`config.mk`:
```
export PLATFORM = sky130hd
export DESIGN_NAME = opt_seq
export DESIGN_NICKNAME = d
export VERILOG_FILES = /design/src/hdl/opt_pkg.sv /design/src/hdl/opt_seq.sv
export SDC_FILE = /design/constraint.sdc
export NUM_CORES = 1
export LEC_CHECK = 0
export BUFFER_PORTS_ARGS = -buffer_cell sky130_fd_sc_hd__buf_2
export CAP_MARGIN = 15
export CORE_ASPECT_RATIO = 1.25
export CORE_MARGIN = 4
export CORE_UTILIZATION = 50
export CTS_BUF_LIST = sky130_fd_sc_hd__clkbuf_2
export CTS_CLUSTER_DIAMETER = 150
export CTS_CLUSTER_SIZE = 10
export DETAILED_ROUTE_END_ITERATION = 7
export GPL_ROUTABILITY_DRIVEN = 0
export PLACE_DENSITY_LB_ADDON = 0.25
export SLEW_MARGIN = 20
export SYNTH_ARGS = -nofsm -noshare
export SYNTH_HDL_FRONTEND = slang
export SYNTH_SLANG_ARGS = --single-unit
```
`constraint.sdc`:
```
create_clock -name clock -period 6.2 [get_ports clock]
set_clock_uncertainty 0.15 [all_clocks]
set_input_delay 0.31 -clock clock [delete_from_list [all_inputs] [get_ports clock]]
set_output_delay 0.31 -clock clock [all_outputs]
set_load 0.01 [all_outputs]
```
`src/hdl/opt_pkg.sv`:
```
// Constants and types for the output pulse test sequencer
package opt_pkg;
  // ==========================================
  // Timing
  localparam int CLK_NS = 40;
  localparam int TICK_US = 100;
  localparam int TICK_CYC = TICK_US * 1000 / CLK_NS;
  localparam int OOO_MIN_US = 1700;
  localparam int OOO_MAX_US = 20000;
  localparam int ONO_FIRST_US = 5000;
  localparam int ONO_RETRY_US = 7500;
  localparam int GAP_US = 5000;
  localparam int G32_US = 1000;
  localparam int OOO_MAX_PULSES = 7;
  localparam int ONO_MAX_PULSES = 2;
  localparam logic [11:0] TICK_LAST = 12'(TICK_CYC - 1);
  localparam logic [7:0] GAP_TK = 8'(GAP_US / TICK_US);
  localparam logic [7:0] G32_TK = 8'(G32_US / TICK_US);
  localparam logic [7:0] ONO1_TK = 8'(ONO_FIRST_US / TICK_US);
  localparam logic [7:0] ONO2_TK = 8'(ONO_RETRY_US / TICK_US);
  localparam logic [2:0] OOO_LAST = 3'(OOO_MAX_PULSES - 1);
  localparam logic [2:0] ONO_LAST = 3'(ONO_MAX_PULSES - 1);
  localparam int NPT = 16;
  // ==========================================
  // Register map
  localparam logic [7:0] A_CTRL = 8'h00;
  localparam logic [7:0] A_CMD = 8'h04;
  localparam logic [7:0] A_DFLT = 8'h08;
  localparam logic [7:0] A_VOTED = 8'h0C;
  localparam logic [7:0] A_ATEN = 8'h10;
  localparam logic [7:0] A_NLEN = 8'h14;
  localparam logic [7:0] A_OLEN = 8'h18;
  localparam logic [7:0] A_PASS = 8'h1C;
  localparam logic [7:0] A_ATF = 8'h20;
  localparam logic [7:0] A_OVL = 8'h24;
  localparam logic [7:0] A_NLD = 8'h28;
  localparam logic [7:0] A_CUR = 8'h2C;
  localparam logic [7:0] A_ISTAT = 8'h30;
  localparam logic [7:0] A_IEN = 8'h34;
  localparam logic [7:0] A_ICLR = 8'h38;
  localparam logic [7:0] A_STAT = 8'h3C;
  localparam logic [7:0] A_INDEP = 8'h40;
  localparam int CTRL_FLOG = 0;
  localparam int CTRL_FCLR = 1;
  localparam int CTRL_G32 = 2;
  localparam int STAT_ACC = 0;
  localparam int STAT_ST = 1;
  localparam int STAT_PT = 4;
  localparam int NEV = 4;
  // ==========================================
  // Types
  typedef struct packed {
    logic pwr;
    logic nld;
    logic ovl;
    logic atf;
  } opt_evt_t;
  typedef enum logic [1:0] {
    S_IDLE = 2'h0,
    S_PULSE = 2'h1,
    S_EVAL = 2'h3,
    S_GAP = 2'h2
  } opt_st_t;
  // Off-on-off ladder: pulse n of seven, evenly spread over the width range
  function automatic logic [7:0] ooo_width(input logic [2:0] n);
    int lo;
    int hi;
    lo = OOO_MIN_US / TICK_US;
    hi = OOO_MAX_US / TICK_US;
    return 8'(lo + int'(n) * (hi - lo) / (OOO_MAX_PULSES - 1));
  endfunction
endpackage

```
`src/hdl/opt_seq.sv`:
```
// Output pulse test sequencer with APB registers
`timescale 1ns/1ns
module opt_seq (
  input wire logic clock,
  input wire logic nrst,
  input wire logic psel,
  input wire logic penable,
  input wire logic pwrite,
  input wire logic [7:0] paddr,
  input wire logic [31:0] pwdata,
  output logic [31:0] prdata,
  output logic pready,
  output logic pslverr,
  input wire logic [15:0] volt_fb,
  input wire logic [15:0] cur_fb,
  input wire logic [15:0] ovl_fb,
  input wire logic pwr_ok,
  output logic [15:0] drive,
  output logic irq
);
  // ==========================================
  // Pin synchronisers
  logic [48:0] s1_q;
  logic [48:0] s2_q;
  logic pwr_q;
  logic [15:0] volt_s;
  logic [15:0] cur_s;
  logic [15:0] ovl_s;
  logic pwr_s;
  always_ff @(posedge clock) begin
    if (!nrst) begin
      // Power-good resets high so leaving reset is not taken as a power return
      s1_q <= {1'b1, 48'h000000000000};
      s2_q <= {1'b1, 48'h000000000000};
      pwr_q <= 1'b1;
    end else begin
      s1_q <= {pwr_ok, ovl_fb, cur_fb, volt_fb};
      s2_q <= s1_q;
      pwr_q <= s2_q[48];
    end
  end
  assign volt_s = s2_q[15:0];
  assign cur_s = s2_q[31:16];
  assign ovl_s = s2_q[47:32];
  assign pwr_s = s2_q[48];

  // ==========================================
  // Tick base
  logic [11:0] tc_q;
  logic [11:0] tc_d;
  logic tick;
  always_comb begin
    tick = (tc_q == opt_pkg::TICK_LAST);
    tc_d = tick ? '0 : tc_q + 12'h001;
  end
  always_ff @(posedge clock) begin
    if (!nrst) begin
      tc_q <= '0;
    end else begin
      tc_q <= tc_d;
    end
  end

  // ==========================================
  // Registers and APB
  logic g32_q, g32_d;
  logic [15:0] cmd_q, cmd_d;
  logic [15:0] dflt_q, dflt_d;
  logic [15:0] voted_q, voted_d;
  logic [15:0] indep_q, indep_d;
  logic [15:0] at_q, at_d;
  logic [15:0] nl_q, nl_d;
  logic [15:0] ol_q, ol_d;
  logic [opt_pkg::NEV-1:0] ien_q, ien_d;
  logic [31:0] rd_q, rd_d;
  logic rdy_q, rdy_d;
  logic err_q, err_d;
  logic wr;
  logic flog;
  logic fclr;
  logic [opt_pkg::NEV-1:0] iclr;
  logic hit;
  // Diagnostic state declared here for the read mux
  logic [15:0] pass_q, atf_q, ovl_q, nld_q, cur_q;
  logic [opt_pkg::NEV-1:0] ist_q;
  logic acc_q;
  opt_pkg::opt_st_t st_q;
  logic [3:0] pt_q;

  always_comb begin
    wr = psel && penable && pwrite && rdy_q && !err_q;
    flog = wr && (paddr == opt_pkg::A_CTRL) && pwdata[opt_pkg::CTRL_FLOG];
    fclr = wr && (paddr == opt_pkg::A_CTRL) && pwdata[opt_pkg::CTRL_FCLR];
    iclr = (wr && (paddr == opt_pkg::A_ICLR)) ? pwdata[opt_pkg::NEV-1:0] : '0;
    g32_d = g32_q;
    cmd_d = cmd_q;
    dflt_d = dflt_q;
    voted_d = voted_q;
    indep_d = indep_q & ~voted_q;
    at_d = at_q;
    nl_d = nl_q;
    ol_d = ol_q;
    ien_d = ien_q;
    if (wr) begin
      case (paddr)
        opt_pkg::A_CTRL: g32_d = pwdata[opt_pkg::CTRL_G32];
        opt_pkg::A_CMD: cmd_d = pwdata[15:0];
        opt_pkg::A_DFLT: dflt_d = pwdata[15:0];
        opt_pkg::A_VOTED: voted_d = pwdata[15:0];
        opt_pkg::A_INDEP: indep_d = pwdata[15:0] & ~voted_q;
        opt_pkg::A_ATEN: at_d = pwdata[15:0];
        opt_pkg::A_NLEN: nl_d = pwdata[15:0];
        opt_pkg::A_OLEN: ol_d = pwdata[15:0];
        opt_pkg::A_IEN: ien_d = pwdata[opt_pkg::NEV-1:0];
        default: ;
      endcase
    end
    hit = 1'b1;
    rd_d = '0;
    case (paddr)
      opt_pkg::A_CTRL: rd_d[opt_pkg::CTRL_G32] = g32_q;
      opt_pkg::A_CMD: rd_d[15:0] = cmd_q;
      opt_pkg::A_DFLT: rd_d[15:0] = dflt_q;
      opt_pkg::A_VOTED: rd_d[15:0] = voted_q;
      opt_pkg::A_INDEP: rd_d[15:0] = indep_q;
      opt_pkg::A_ATEN: rd_d[15:0] = at_q;
      opt_pkg::A_NLEN: rd_d[15:0] = nl_q;
      opt_pkg::A_OLEN: rd_d[15:0] = ol_q;
      opt_pkg::A_PASS: rd_d[15:0] = pass_q;
      opt_pkg::A_ATF: rd_d[15:0] = atf_q;
      opt_pkg::A_OVL: rd_d[15:0] = ovl_q;
      opt_pkg::A_NLD: rd_d[15:0] = nld_q;
      opt_pkg::A_CUR: rd_d[15:0] = cur_q;
      opt_pkg::A_ISTAT: rd_d[opt_pkg::NEV-1:0] = ist_q;
      opt_pkg::A_IEN: rd_d[opt_pkg::NEV-1:0] = ien_q;
      opt_pkg::A_ICLR: ;
      opt_pkg::A_STAT: begin
        rd_d[opt_pkg::STAT_ACC] = acc_q;
        rd_d[opt_pkg::STAT_ST+:2] = st_q;
        rd_d[opt_pkg::STAT_PT+:4] = pt_q;
      end
      default: hit = 1'b0;
    endcase
    // Setup cycle latches the answer so access phase needs no wait
    rdy_d = psel && !penable;
    err_d = psel && !penable && !hit;
    if (!(psel && !penable)) begin
      rd_d = rd_q;
    end
  end
  always_ff @(posedge clock) begin
    if (!nrst) begin
      g32_q <= 1'b0;
      cmd_q <= '0;
      dflt_q <= '0;
      voted_q <= '0;
      indep_q <= '0;
      at_q <= '0;
      nl_q <= '0;
      ol_q <= '0;
      ien_q <= '0;
      rd_q <= '0;
      rdy_q <= 1'b0;
      err_q <= 1'b0;
    end else begin
      g32_q <= g32_d;
      cmd_q <= cmd_d;
      dflt_q <= dflt_d;
      voted_q <= voted_d;
      indep_q <= indep_d;
      at_q <= at_d;
      nl_q <= nl_d;
      ol_q <= ol_d;
      ien_q <= ien_d;
      rd_q <= rd_d;
      rdy_q <= rdy_d;
      err_q <= err_d;
    end
  end
  assign prdata = rd_q;
  assign pready = rdy_q;
  assign pslverr = rdy_q && err_q;

  // ==========================================
  // Logon gate and applied outputs
  logic acc_d;
  logic [15:0] app_q, app_d;
  logic pwr_rise;
  always_comb begin
    pwr_rise = pwr_s && !pwr_q;
    acc_d = acc_q;
    if (pwr_rise) begin
      acc_d = 1'b0;
    end else if (flog || (cmd_q == dflt_q)) begin
      acc_d = 1'b1;
    end
    // Voted points follow the voted command only
    app_d = acc_q ? ((cmd_q & voted_q) | indep_q) : dflt_q;
  end
  always_ff @(posedge clock) begin
    if (!nrst) begin
      acc_q <= 1'b0;
      app_q <= '0;
    end else begin
      acc_q <= acc_d;
      app_q <= app_d;
    end
  end

  // ==========================================
  // Pulse test sequencer
  opt_pkg::opt_st_t st_d;
  logic [3:0] pt_d;
  logic [2:0] n_q, n_d;
  logic [7:0] tmr_q, tmr_d;
  logic ons_q, ons_d;
  logic fin_q, fin_d;
  logic vok_q, vok_d;
  logic cok_q, cok_d;
  logic ok;
  logic last;
  logic [15:0] pass_set, atf_set, nld_set, cur_set, cur_val, pt_oh;

  function automatic logic [7:0] pw(input logic on, input logic [2:0] n, input logic g);
    if (g) begin
      return opt_pkg::G32_TK;
    end else if (on) begin
      return (n == '0) ? opt_pkg::ONO1_TK : opt_pkg::ONO2_TK;
    end
    return opt_pkg::ooo_width(n);
  endfunction

  always_comb begin
    st_d = st_q;
    pt_d = pt_q;
    n_d = n_q;
    tmr_d = tmr_q;
    ons_d = ons_q;
    fin_d = fin_q;
    vok_d = vok_q;
    cok_d = cok_q;
    pass_set = '0;
    atf_set = '0;
    nld_set = '0;
    cur_set = '0;
    cur_val = '0;
    pt_oh = 16'h0001 << pt_q;
    // Off-on-off: volts and, if enabled, current; on-off-on: volts only
    ok = vok_q && (ons_q || !nl_q[pt_q] || cok_q);
    last = g32_q || (n_q == (ons_q ? opt_pkg::ONO_LAST : opt_pkg::OOO_LAST));
    case (st_q)
      opt_pkg::S_IDLE: begin
        if (at_q[pt_q] && voted_q[pt_q]) begin
          ons_d = app_q[pt_q];
          n_d = '0;
          fin_d = 1'b0;
          tmr_d = pw(app_q[pt_q], 3'h0, g32_q);
          st_d = opt_pkg::S_PULSE;
        end else begin
          pt_d = pt_q + 4'h1;
        end
      end
      opt_pkg::S_PULSE: begin
        if (!at_q[pt_q]) begin
          // Autotest withdrawn mid-test: restore at once and move on
          fin_d = 1'b1;
          pt_d = pt_q + 4'h1;
          tmr_d = opt_pkg::GAP_TK;
          st_d = opt_pkg::S_GAP;
        end else if (tick) begin
          if (tmr_q == 8'h01) begin
            vok_d = (volt_s[pt_q] == !ons_q);
            cok_d = cur_s[pt_q];
            if (!ons_q && nl_q[pt_q]) begin
              cur_set = pt_oh;
              cur_val = cur_s;
            end
            st_d = opt_pkg::S_EVAL;
          end else begin
            tmr_d = tmr_q - 8'h01;
          end
        end
      end
      opt_pkg::S_EVAL: begin
        tmr_d = opt_pkg::GAP_TK;
        st_d = opt_pkg::S_GAP;
        if (ok) begin
          pass_set = pt_oh;
          fin_d = 1'b1;
          pt_d = pt_q + 4'h1;
        end else if (last) begin
          atf_set = pt_oh;
          if (!ons_q && vok_q && nl_q[pt_q]) begin
            nld_set = pt_oh;
          end
          fin_d = 1'b1;
          pt_d = pt_q + 4'h1;
        end else begin
          n_d = n_q + 3'h1;
        end
      end
      opt_pkg::S_GAP: begin
        if (tick) begin
          if (tmr_q == 8'h01) begin
            tmr_d = pw(ons_q, n_q, g32_q);
            st_d = fin_q ? opt_pkg::S_IDLE : opt_pkg::S_PULSE;
          end else begin
            tmr_d = tmr_q - 8'h01;
          end
        end
      end
      default: st_d = opt_pkg::S_IDLE;
    endcase
  end
  always_ff @(posedge clock) begin
    if (!nrst) begin
      st_q <= opt_pkg::S_IDLE;
      pt_q <= '0;
      n_q <= '0;
      tmr_q <= '0;
      ons_q <= 1'b0;
      fin_q <= 1'b0;
      vok_q <= 1'b0;
      cok_q <= 1'b0;
    end else begin
      st_q <= st_d;
      pt_q <= pt_d;
      n_q <= n_d;
      tmr_q <= tmr_d;
      ons_q <= ons_d;
      fin_q <= fin_d;
      vok_q <= vok_d;
      cok_q <= cok_d;
    end
  end

  // ==========================================
  // Drivers
  logic [15:0] drv_q, drv_d;
  always_comb begin
    drv_d = app_q;
    if (st_q == opt_pkg::S_PULSE) begin
      drv_d = app_q ^ pt_oh;
    end
  end
  always_ff @(posedge clock) begin
    if (!nrst) begin
      drv_q <= '0;
    end else begin
      drv_q <= drv_d;
    end
  end
  assign drive = drv_q;

  // ==========================================
  // Diagnostics and interrupt
  logic [15:0] pass_d, atf_d, ovl_d, nld_d, cur_d, ovl_set, keep;
  logic [opt_pkg::NEV-1:0] ist_d;
  opt_pkg::opt_evt_t ev;
  always_comb begin
    // A set in the clearing cycle survives the clear
    keep = fclr ? '0 : 16'hFFFF;
    ovl_set = ovl_s & ol_q;
    pass_d = ((pass_q & ~atf_set) | pass_set) & (keep | pass_set);
    atf_d = ((atf_q & ~pass_set) & keep) | atf_set;
    ovl_d = (ovl_q & keep) | ovl_set;
    nld_d = (nld_q & keep) | nld_set;
    cur_d = (cur_q & ~cur_set) | (cur_val & cur_set);
    ev.atf = |atf_set;
    ev.ovl = |ovl_set;
    ev.nld = |nld_set;
    ev.pwr = pwr_rise;
    ist_d = (ist_q & ~iclr) | ev;
  end
  always_ff @(posedge clock) begin
    if (!nrst) begin
      pass_q <= '0;
      atf_q <= '0;
      ovl_q <= '0;
      nld_q <= '0;
      cur_q <= '0;
      ist_q <= '0;
    end else begin
      pass_q <= pass_d;
      atf_q <= atf_d;
      ovl_q <= ovl_d;
      nld_q <= nld_d;
      cur_q <= cur_d;
      ist_q <= ist_d;
    end
  end
  assign irq = |(ist_q & ien_q);

  // ==========================================
  // Assertions
  property p_tick;
    @(posedge clock) disable iff (!nrst)
    tick |=> !tick [*8];
  endproperty
  a_tick: assert property (p_tick) else $error("tick too close");

  property p_start;
    @(posedge clock) disable iff (!nrst)
    (st_q == opt_pkg::S_IDLE && st_d == opt_pkg::S_PULSE) |-> at_q[pt_q];
  endproperty
  a_start: assert property (p_start) else $error("pulse without autotest");

  property p_inv;
    @(posedge clock) disable iff (!nrst)
    (st_q == opt_pkg::S_PULSE) |=> (drive[$past(pt_q)] != $past(app_q[pt_q]));
  endproperty
  a_inv: assert property (p_inv) else $error("pulse not inverted");

  property p_ooo;
    @(posedge clock) disable iff (!nrst)
    !ons_q |-> (n_q <= opt_pkg::OOO_LAST);
  endproperty
  a_ooo: assert property (p_ooo) else $error("too many on pulses");

  property p_ono;
    @(posedge clock) disable iff (!nrst)
    (ons_q && st_q != opt_pkg::S_IDLE) |-> (n_q <= opt_pkg::ONO_LAST);
  endproperty
  a_ono: assert property (p_ono) else $error("too many off pulses");

  property p_gap;
    @(posedge clock) disable iff (!nrst)
    (st_q == opt_pkg::S_EVAL) |=> (st_q == opt_pkg::S_GAP) [*8];
  endproperty
  a_gap: assert property (p_gap) else $error("gap too short");

  property p_eval;
    @(posedge clock) disable iff (!nrst)
    (st_q == opt_pkg::S_EVAL) |-> ($past(st_q) == opt_pkg::S_PULSE);
  endproperty
  a_eval: assert property (p_eval) else $error("eval without pulse");

  property p_ovl;
    @(posedge clock) disable iff (!nrst)
    (ovl_set != '0) |=> ((ovl_q & $past(ovl_set)) == $past(ovl_set));
  endproperty
  a_ovl: assert property (p_ovl) else $error("overload lost");

  property p_clr;
    @(posedge clock) disable iff (!nrst)
    fclr |=> ((atf_q & ~$past(atf_set)) == '0);
  endproperty
  a_clr: assert property (p_clr) else $error("fault table not cleared");

  property p_logon;
    @(posedge clock) disable iff (!nrst)
    pwr_rise |=> !acc_q ##1 (app_q == $past(dflt_q));
  endproperty
  a_logon: assert property (p_logon) else $error("data taken before logon");

  property p_voted;
    @(posedge clock) disable iff (!nrst)
    ##1 ((indep_q & $past(voted_q)) == '0);
  endproperty
  a_voted: assert property (p_voted) else $error("voted point independent");
endmodule

```
# Word-level counts from Yosys, hierarchy flattened
# Cells that the tools add are included.
[word_totals]
reg_bits = 384
latch_bits = 0
ram_bits = 0
rom_bits = 0
inputBits = 94
elab_cells = 249
mem_count = 0
[op_classes]
add_sub_neg = 5
n_mul = 1
div = 1
order_cmp = 1
eq_ne = 35
shift = 1
mux = 89
bitwise_logic = 29
reduce_logical = 54
[op_table]
columns = ["operator", "n"]
rows = [
  ["$mux W16", 24],
  ["$and A16 B16 Y16", 12],
  ["$or A16 B16 Y16", 7],
  ["$mux W8", 12],
  ["$pmux W8 S12", 1],
  ["$eq A8 B6 Y1 const B", 8],
  ["$not A16 Y16", 4],
  ["$pmux W4 S13", 1],
  ["$reduce_or A16 Y1", 3],
  ["$div A32 B4 Y32 const B", 1],
  ["$eq A8 B5 Y1 const B", 4],
  ["$pmux W8 S4", 1],
  ["$pmux W2 S15", 1],
  ["$bmux W1 S4", 6],
  ["$mux W1", 21],
  ["$mux W4", 5],
  ["$reduce_and A4 Y1", 5],
  ["$reduce_and A2 Y1", 9],
  ["$logic_and A1 B1 Y1", 17],
  ["$reduce_or A17 Y1", 1],
  ["$eq A16 B16 Y1", 1],
  ["$eq A8 B4 Y1 const B", 2],
  ["$pmux W1 S16", 1],
  ["$shl A1 B4 Y16 const A", 1],
  ["other kinds (40)", 68],
]

# Logic depth before layout (Yosys ltp)
# Gate-level depths: netlist of run 1.
[logic_depth]
word_depth = 12
mapped_depth = 32
mapped_depth_nobuf = 29

# Least setup slack after synthesis of run 1
# OpenSTA, ideal clock, no wires.
[synth_path]
path_kind = "reg2reg"
from = "register n_q[2]"
to = "register tmr_q[1]"
arrival_time_ns = 6.448
path_slack_ns = -0.531
path_stages_with_launch = 31
path_cell_list = "dfxtp_1 fa_1 ha_1 fa_1 a21oi_1 o211ai_1 o211ai_2 inv_2 ha_1 nor2_1 nand2_1 mux2i_1 a221oi_1 or4_1 o21ai_1 and4b_1 nor2_2 o21ai_1 and2_1 buf_2 o31a_1 nand4bb_1 nor4_4 o211ai_2 a211oi_2 inv_1 ha_1 nor4_1 a21oi_1 o22ai_1 a311oi_1"
[synth_via]
elab_chain_cells = 7
[synth_rtl]
columns = ["item", "line_no", "rtl"]
rows = [
  ["from (decl)", "opt_seq.sv:214", "logic [2:0] n_q, n_d;"],
  ["from (signal assigned)", "opt_seq.sv:328", "n_q <= n_d;"],
  ["$mul A3 B8 Y11", "opt_pkg.sv:70", "return 8'(lo + int'(n) * (hi - lo) / (OOO_MAX_PULSES - 1));"],
  ["$div A32 B4 Y32", "opt_pkg.sv:70", ""],
  ["$add A6 B8 Y8", "opt_pkg.sv:70", ""],
  ["$mux W8", "opt_seq.sv:230", "return opt_pkg::ooo_width(n);"],
  ["$mux W8", "opt_seq.sv:304", "if (tmr_q == 8'h01) begin"],
  ["$mux W8", "opt_seq.sv:303", "if (tick) begin"],
  ["$pmux W8 S4", "opt_seq.sv:251", "case (st_q)"],
  ["to (signal assigned)", "opt_seq.sv:329", "tmr_q <= tmr_d;"],
  ["to (decl)", "opt_seq.sv:215", "logic [7:0] tmr_q, tmr_d;"],
]
# Every way passes these cells. The select of a mux whose other input is x is not followed.
# A chain may end at the register's enable or synchronous reset.

# Worst setup path in the final report of run 1
[layout_path]
from = "register n_q[0]"
to = "register tmr_q[1]"
# Same word-level chain as after synthesis.

==> impl_metrics.json, run 1 <==
{
  "worstSetupEndpointType": "flop",
  "violations": "negative setup slack",
  "rr_worst_depth": 27,
  "reg2reg_to": "tmr_q[1]",
  "regArea_um2": 7700,
  "first_iter_violations": 2314,
  "intPower_mw": 2.89,
  "ant_nets": 0,
  "synth-edff-count": 0,
  "min_path_cells": 4,
  "post-dp-hpwl_mm": 43.3,
  "overflow": 0,
  "layout-drive-gt1-share_pct": 17.5,
  "p_leak_nw": 8.51,
  "netlist-cell-type-count": 105,
  "avgSynthCellArea_um2": 8.53,
  "nFillCells": 3120,
  "critPathLaunchType": "flop",
  "tns_ps": -441,
  "clock_path_buffers": 3,
  "synth-seq-cells": 384,
  "layout_common_cells": "dfxtp_1 (380), nand2_1 (327), a21oi_1 (182), dlygate4sd3_1 (178), nor2_1 (176)",
  "grt_util_all_layers_pct": 31.0,
  "pwr-share-comb_pct": 10.0,
  "grt_pass1_vias": 17700,
  "synth_ff_type": "dfxtp_1",
  "final_common_cell": "dfxtp_1",
  "die_x_um": 180,
  "fin_hold_ws_ps": 78.0,
  "port_buffers": 112,
  "cts_tree": "yes",
  "synth_area_um2": 18400,
  "min_period_ps": 6410,
  "fmax_ghz": 0.156,
  "max-slew-margin-rel_pct": 25.9,
  "vias": 18300,
  "worstSetupPathType": "reg -> reg",
  "hold_viol": 0,
  "drt-wirelength-per-cell_um": 21.8,
  "peakVddDrop_v": 0.000174,
  "drt-vias-per-instance": 6.10,
  "clock_sinks": 384,
  "ios": 145,
  "ys_seq_area_share_pct": 41.7,
  "min_from": "pwdata[15]",
  "multiInputGateArea_um2": 10400,
  "fin_ws_ps": -211,
  "antenna_found_initial": 3,
  "core_um2": 36300,
  "crit_start": "n_q[0]",
  "grt_pass1_wl_mm": 100,
  "nets": 2630,
  "status": "finished, violations left",
  "p_per_area_nw_per_um2": 177,
  "p_sw_mw": 1.10,
  "worst_pin_slew_ps": 1110,
  "worstPathArrival_ps": 7090,
  "dieArea_um2": 40000,
  "critPathMaxStageDelay_ps": 500,
  "cp_max_fo": 5,
  "r2r_slack_ps": -210,
  "drt-total-wl_mm": 65.3,
  "cts_made_buffers": 44,
  "areaGrowthSynthToFinish_pct": 22.2,
  "reg2reg_from": "n_q[0]",
  "netlist_instances": 2160,
  "fin_crit_sh_pct": 103,
  "crit_slowest_cell": "or4_1",
  "initial_core_util_pct": 50.8,
  "sw_frac_of_total_pct": 27.5,
  "worstSkewPairLatency_ps": 960,
  "yosys_warnings": 0,
  "cp.required_ps": 6880,
  "slew_violations": 0,
  "drcViolationCount": 0,
  "rsz0062_at_grt": "yes",
  "holdPathEnd": "voted_q[15]",
  "cts.reportedPaths.clkPinSlew_ps": 210,
  "rows": 78,
  "worstHoldPathType": "in -> reg",
  "setup_violations": 5,
  "synthArstFlopShare_pct": 0,
  "drtPass1Iterations": 7,
  "seqPwrFrac_pct": 64.1,
  "fin_util_pct": 62.0,
  "die-height_um": 223,
  "grt_max_degree": 217,
  "critPathMostFrequentCell": "buf_4",
  "cts-root-buf": "clkbuf_2",
  "htreeDepth": 2,
  "pwr-share-clk_pct": 25.9,
  "drv_cap": 0
}
layout make-up:
cell class / instances / area share, %
Antenna cell: 3 / 0.0333
Timing Repair Buffer: 431 / 15.3
Tap cell: 480 / 2.67
Inverter: 27 / 0.461
Clock buffer: 46 / 1.02
Multi-Input combinational cell: 1618 / 46.3
Clock inverter: 3 / 0.0722
Sequential cell: 384 / 34.2
cell usage after synthesis, types with 5 or more instances:
cell      instances  area, µm²
dfxtp_1         384       7690
nand2_1         329       1230
a21oi_1         185        926
nor2_1          185        694
clkbuf_1        113        424
and2_1          107        669
o21ai_0          72        360
a21boi_0         63        473
nand3_1          55        275
a22oi_1          53        398
mux2i_1          49        490
a221oi_1         35        307
xor2_1           31        272
a31oi_1          29        181
ha_1             27        338
inv_1            26       97.6
nor3_1           24        120
a22o_1           23        201
o211ai_1         23        173
or3_1            23        144
nand4_1          21        131
buf_4            19        143
xnor2_1          19        166
mux4_2           18        405
nor3b_1          17        128
nor2b_1          16        100
nor4_1           16        100
nand2b_1         14       87.6
and3_1           11       68.8
a222oi_1         10        100
o22ai_1           9       56.3
a211oi_1          8       60.1
a21o_1            8       60.1
o21a_1            7       52.6
buf_1             6       22.5
buf_6             6       67.6
o21ai_1           6       30.0
or4_1             6       45.0
and4_1            5       43.8
nand3b_1          5       37.5
o211ai_2          5       62.6
o31ai_1           5       37.5
critical path: cells and delay by family, from the launching register on:
| family | cells | cell delay [ps] |
|---|---|---|
| AOI/OAI and AO/OA | 13 | 2170 |
| adders and majority gates | 4 | 1350 |
| and+or+nand+nor | 6 | 1620 |
| DFF | 1 | 400 |
| buffers and inverters | 4 | 590 |
per-layer routing:
layer	vias up	track usage (%)	part of all wire (%)	wire length, µm
met5	-	0	0	0
met4	0	18.6	7.0	4570
met3	260	5.42	8.9	5820
met2	1057	53.5	49	31800
met1	8584	35.8	35	23100
li1	8363	-	-	-
sequential cells by signal, summed over array words and instances, names as in the netlist, 2 cells and up, named ones only:
signal / cells
dflt_q: 16
prdata: 16
s2_q: 49
tc_q: 12
at_q: 16
indep_q: 16
app_q: 16
atf_q: 16
drive: 16
st_q: 2
cmd_q: 16
voted_q: 16
n_q: 3
pass_q: 16
ien_q: 4
tmr_q: 8
ovl_q: 16
ol_q: 16
pt_q: 4
nld_q: 16
s1_q: 49
nl_q: 16
ist_q: 4
what timing repair did:
item / 4_1_cts / 5_1_grt
buffers inserted: 15 / 4
pin swaps: 30 / 16
endpoints found under the setup margin: 6 / 6
endpoints found under the hold margin: 326 / 0
hold buffers: 178 / 0
resized for setup: 35 / 24
logic make-up after synthesis:
group | after synthesis | share of synthesized area, %
muxes | 70 | 5.04
DFF | 384 | 41.7
other | 1 | 0.0203
AOI/OAI and AO/OA | 591 | 21.9
xor gates and xnor gates | 51 | 2.46
buffers and inverters | 173 | 4.17
and+or+nand+nor | 860 | 22.5
adders and majority gates | 30 | 2.16
how the worst max path moves through the flow:
stage,endpoint,depth (start not counted)
6_report,tmr_q[1],27
5_1_grt,tmr_q[1],32
4_1_cts,tmr_q[1],32
3_5_place_dp,tmr_q[1],29
3_3_place_gp,tmr_q[1],27
2_1_floorplan,tmr_q[1],29
metrics by stage:
stage               setup slack (ps)  power, mW  cells  instance area, µm²
floorplan                      -58.7       2.78   2175               18600
global placement                -155       2.89   2743               20100
detailed placement              -296       2.90   2743               20100
CTS                             -189       3.96   2985               22400
global route                    -515       4.10   2991               22500
finish                          -211       3.99   2992               22500
power by group through the flow:
| stage | clock (mW) | combinational (mW) | sequential [mW] |
|---|---|---|---|
| after floorplan | 0 | 0.192 | 2.58 |
| after global placement | 0 | 0.289 | 2.60 |
| after detailed placement | 0 | 0.294 | 2.61 |
| after CTS | 1.03 | 0.377 | 2.55 |
| after global routing | 1.12 | 0.421 | 2.56 |
| final | 1.04 | 0.398 | 2.56 |
Power figures use the tool's default switching activity.
==> inputs of run 2 (changes only) <==
Settings changed: TNS_END_PERCENT set to 100.
Clock period 6.2 ns to 6.85 ns, I/O delays scaled along.
==> impl_metrics.json, run 2 (same netlist as run 1, synthesis figures left out) <==
{
  "p_sw_mw": 0.995,
  "min_path_cells": 4,
  "hold_viol": 0,
  "sw_frac_of_total_pct": 27.3,
  "first_iter_violations": 1921,
  "drtPass1Iterations": 7,
  "reg2reg_to": "tmr_q[1]",
  "areaGrowthSynthToFinish_pct": 18.9,
  "cts_tree": "yes",
  "grt_pass1_wl_mm": 96.8,
  "layout_common_cells": "dfxtp_1 (380), nand2_1 (327), a21oi_1 (183), nor2_1 (179), dlygate4sd3_1 (169)",
  "max-slew-margin-rel_pct": 24.7,
  "overflow": 0,
  "min_from": "pwdata[4]",
  "clock_path_buffers": 3,
  "drcViolationCount": 0,
  "pwr-share-clk_pct": 26.8,
  "cp.required_ps": 7600,
  "holdPathEnd": "dflt_q[4]",
  "layout-drive-gt1-share_pct": 15.0,
  "cts-root-buf": "clkbuf_2",
  "initial_core_util_pct": 50.8,
  "status": "finished clean",
  "htreeDepth": 2,
  "setup_violations": 0,
  "fmax_ghz": 0.151,
  "worstSetupPathType": "reg -> reg",
  "die_x_um": 180,
  "post-dp-hpwl_mm": 42.3,
  "top_regs": "s1_q (49), s2_q (49)",
  "port_buffers": 112,
  "grt_pass1_vias": 17300,
  "p_leak_nw": 8.17,
  "critPathMaxStageDelay_ps": 560,
  "rows": 78,
  "core_um2": 36300,
  "critPathLaunchType": "flop",
  "grt_util_all_layers_pct": 30.0,
  "peakVddDrop_v": 0.000129,
  "pwr-share-comb_pct": 9.6,
  "intPower_mw": 2.65,
  "worstPathArrival_ps": 7370,
  "min_period_ps": 6620,
  "r2r_slack_ps": 230,
  "reg2reg_from": "n_q[0]",
  "vias": 17800,
  "rr_worst_depth": 28,
  "drv_cap": 0,
  "worstSkewPairLatency_ps": 1010,
  "tns_ps": 0,
  "crit_slowest_cell": "a2111oi_0",
  "antenna_found_initial": 3,
  "ios": 145,
  "worstHoldPathType": "in -> reg",
  "ant_nets": 0,
  "p_per_area_nw_per_um2": 166,
  "fin_util_pct": 60.3,
  "worst_pin_slew_ps": 1130,
  "grt_max_degree": 130,
  "cts_made_buffers": 44,
  "drt-total-wl_mm": 63.4,
  "worstSetupEndpointType": "flop",
  "slew_violations": 0,
  "seqPwrFrac_pct": 63.6,
  "die-height_um": 223,
  "drt-vias-per-instance": 6.09,
  "fin_crit_sh_pct": 96.7,
  "cp_max_fo": 5,
  "final_common_cell": "dfxtp_1",
  "fin_hold_ws_ps": 88.4,
  "clock_sinks": 384,
  "nets": 2564,
  "drt-wirelength-per-cell_um": 21.7,
  "dieArea_um2": 40000,
  "cts.reportedPaths.clkPinSlew_ps": 200
}
## run 2: worst max-delay path by stage
stage	end	startpoint	cells past startpoint	slack [ps]
3_5_place_dp	tmr_q[1]	n_q[0]	29	-110
2_1_floorplan	tmr_q[1]	n_q[2]	30	120
4_1_cts	tmr_q[1]	n_q[1]	30	6
5_1_grt	tmr_q[1]	n_q[0]	29	-80
3_3_place_gp	tmr_q[1]	n_q[0]	29	140
6_report	tmr_q[1]	n_q[0]	28	230
## run 2: power groups by stage
stage | clock [mW] | combinational (mW) | sequential [mW]
floorplan | 0 | 0.174 | 2.34
global placement | 0 | 0.258 | 2.36
detailed placement | 0 | 0.262 | 2.36
CTS | 0.971 | 0.332 | 2.31
global route | 1.06 | 0.371 | 2.32
finish | 0.977 | 0.349 | 2.32
## run 2: timing repair
action                                  CTS  global route
hold buffers                            169             0
endpoints found under the hold margin   251             0
gates resized for setup                   4            58
setup buffers                             0            11
pin swaps                                 2            23
endpoints found under the setup margin    1             6
## run 2: cell type report
cell class              instances  area, µm²
diodes                          5       12.5
clock buffers                  44        220
clock inverters                 4       50.0
fillers                      3108      14400
inverters                      27        104
multi-input cells            1618      10300
flip-flops and latches        384       7690
well taps                     480        601
repair buffers                365       2900
## run 2: through the flow
step	setup WS (ps)	cells	instance area, µm²	total power, mW
final	228	2927	21900	3.64
after global routing	-79.2	2925	21900	3.75
after CTS	5.67	2911	21500	3.62
after detailed placement	-107	2694	19600	2.62
after global placement	144	2693	19600	2.62
after floorplan	119	2175	18500	2.51
## run 2: worst max-delay path, delay by kind of cell (launching register included)
| family | cells | cell delay (ps) |
|---|---|---|
| AND/OR/NAND/NOR | 6 | 1300 |
| adder cells (fa/ha/maj) | 4 | 1300 |
| flip-flops | 1 | 400 |
| buffers and inverters | 4 | 440 |
| AO/OA/AOI/OAI | 14 | 2920 |
## run 2: routing by layer
layer | track usage, % | share of wire [%]
met2 | 51.7 | 49
met5 | 0 | 0
met1 | 34.9 | 36
met3 | 4.67 | 8.0
met4 | 18.7 | 6.8
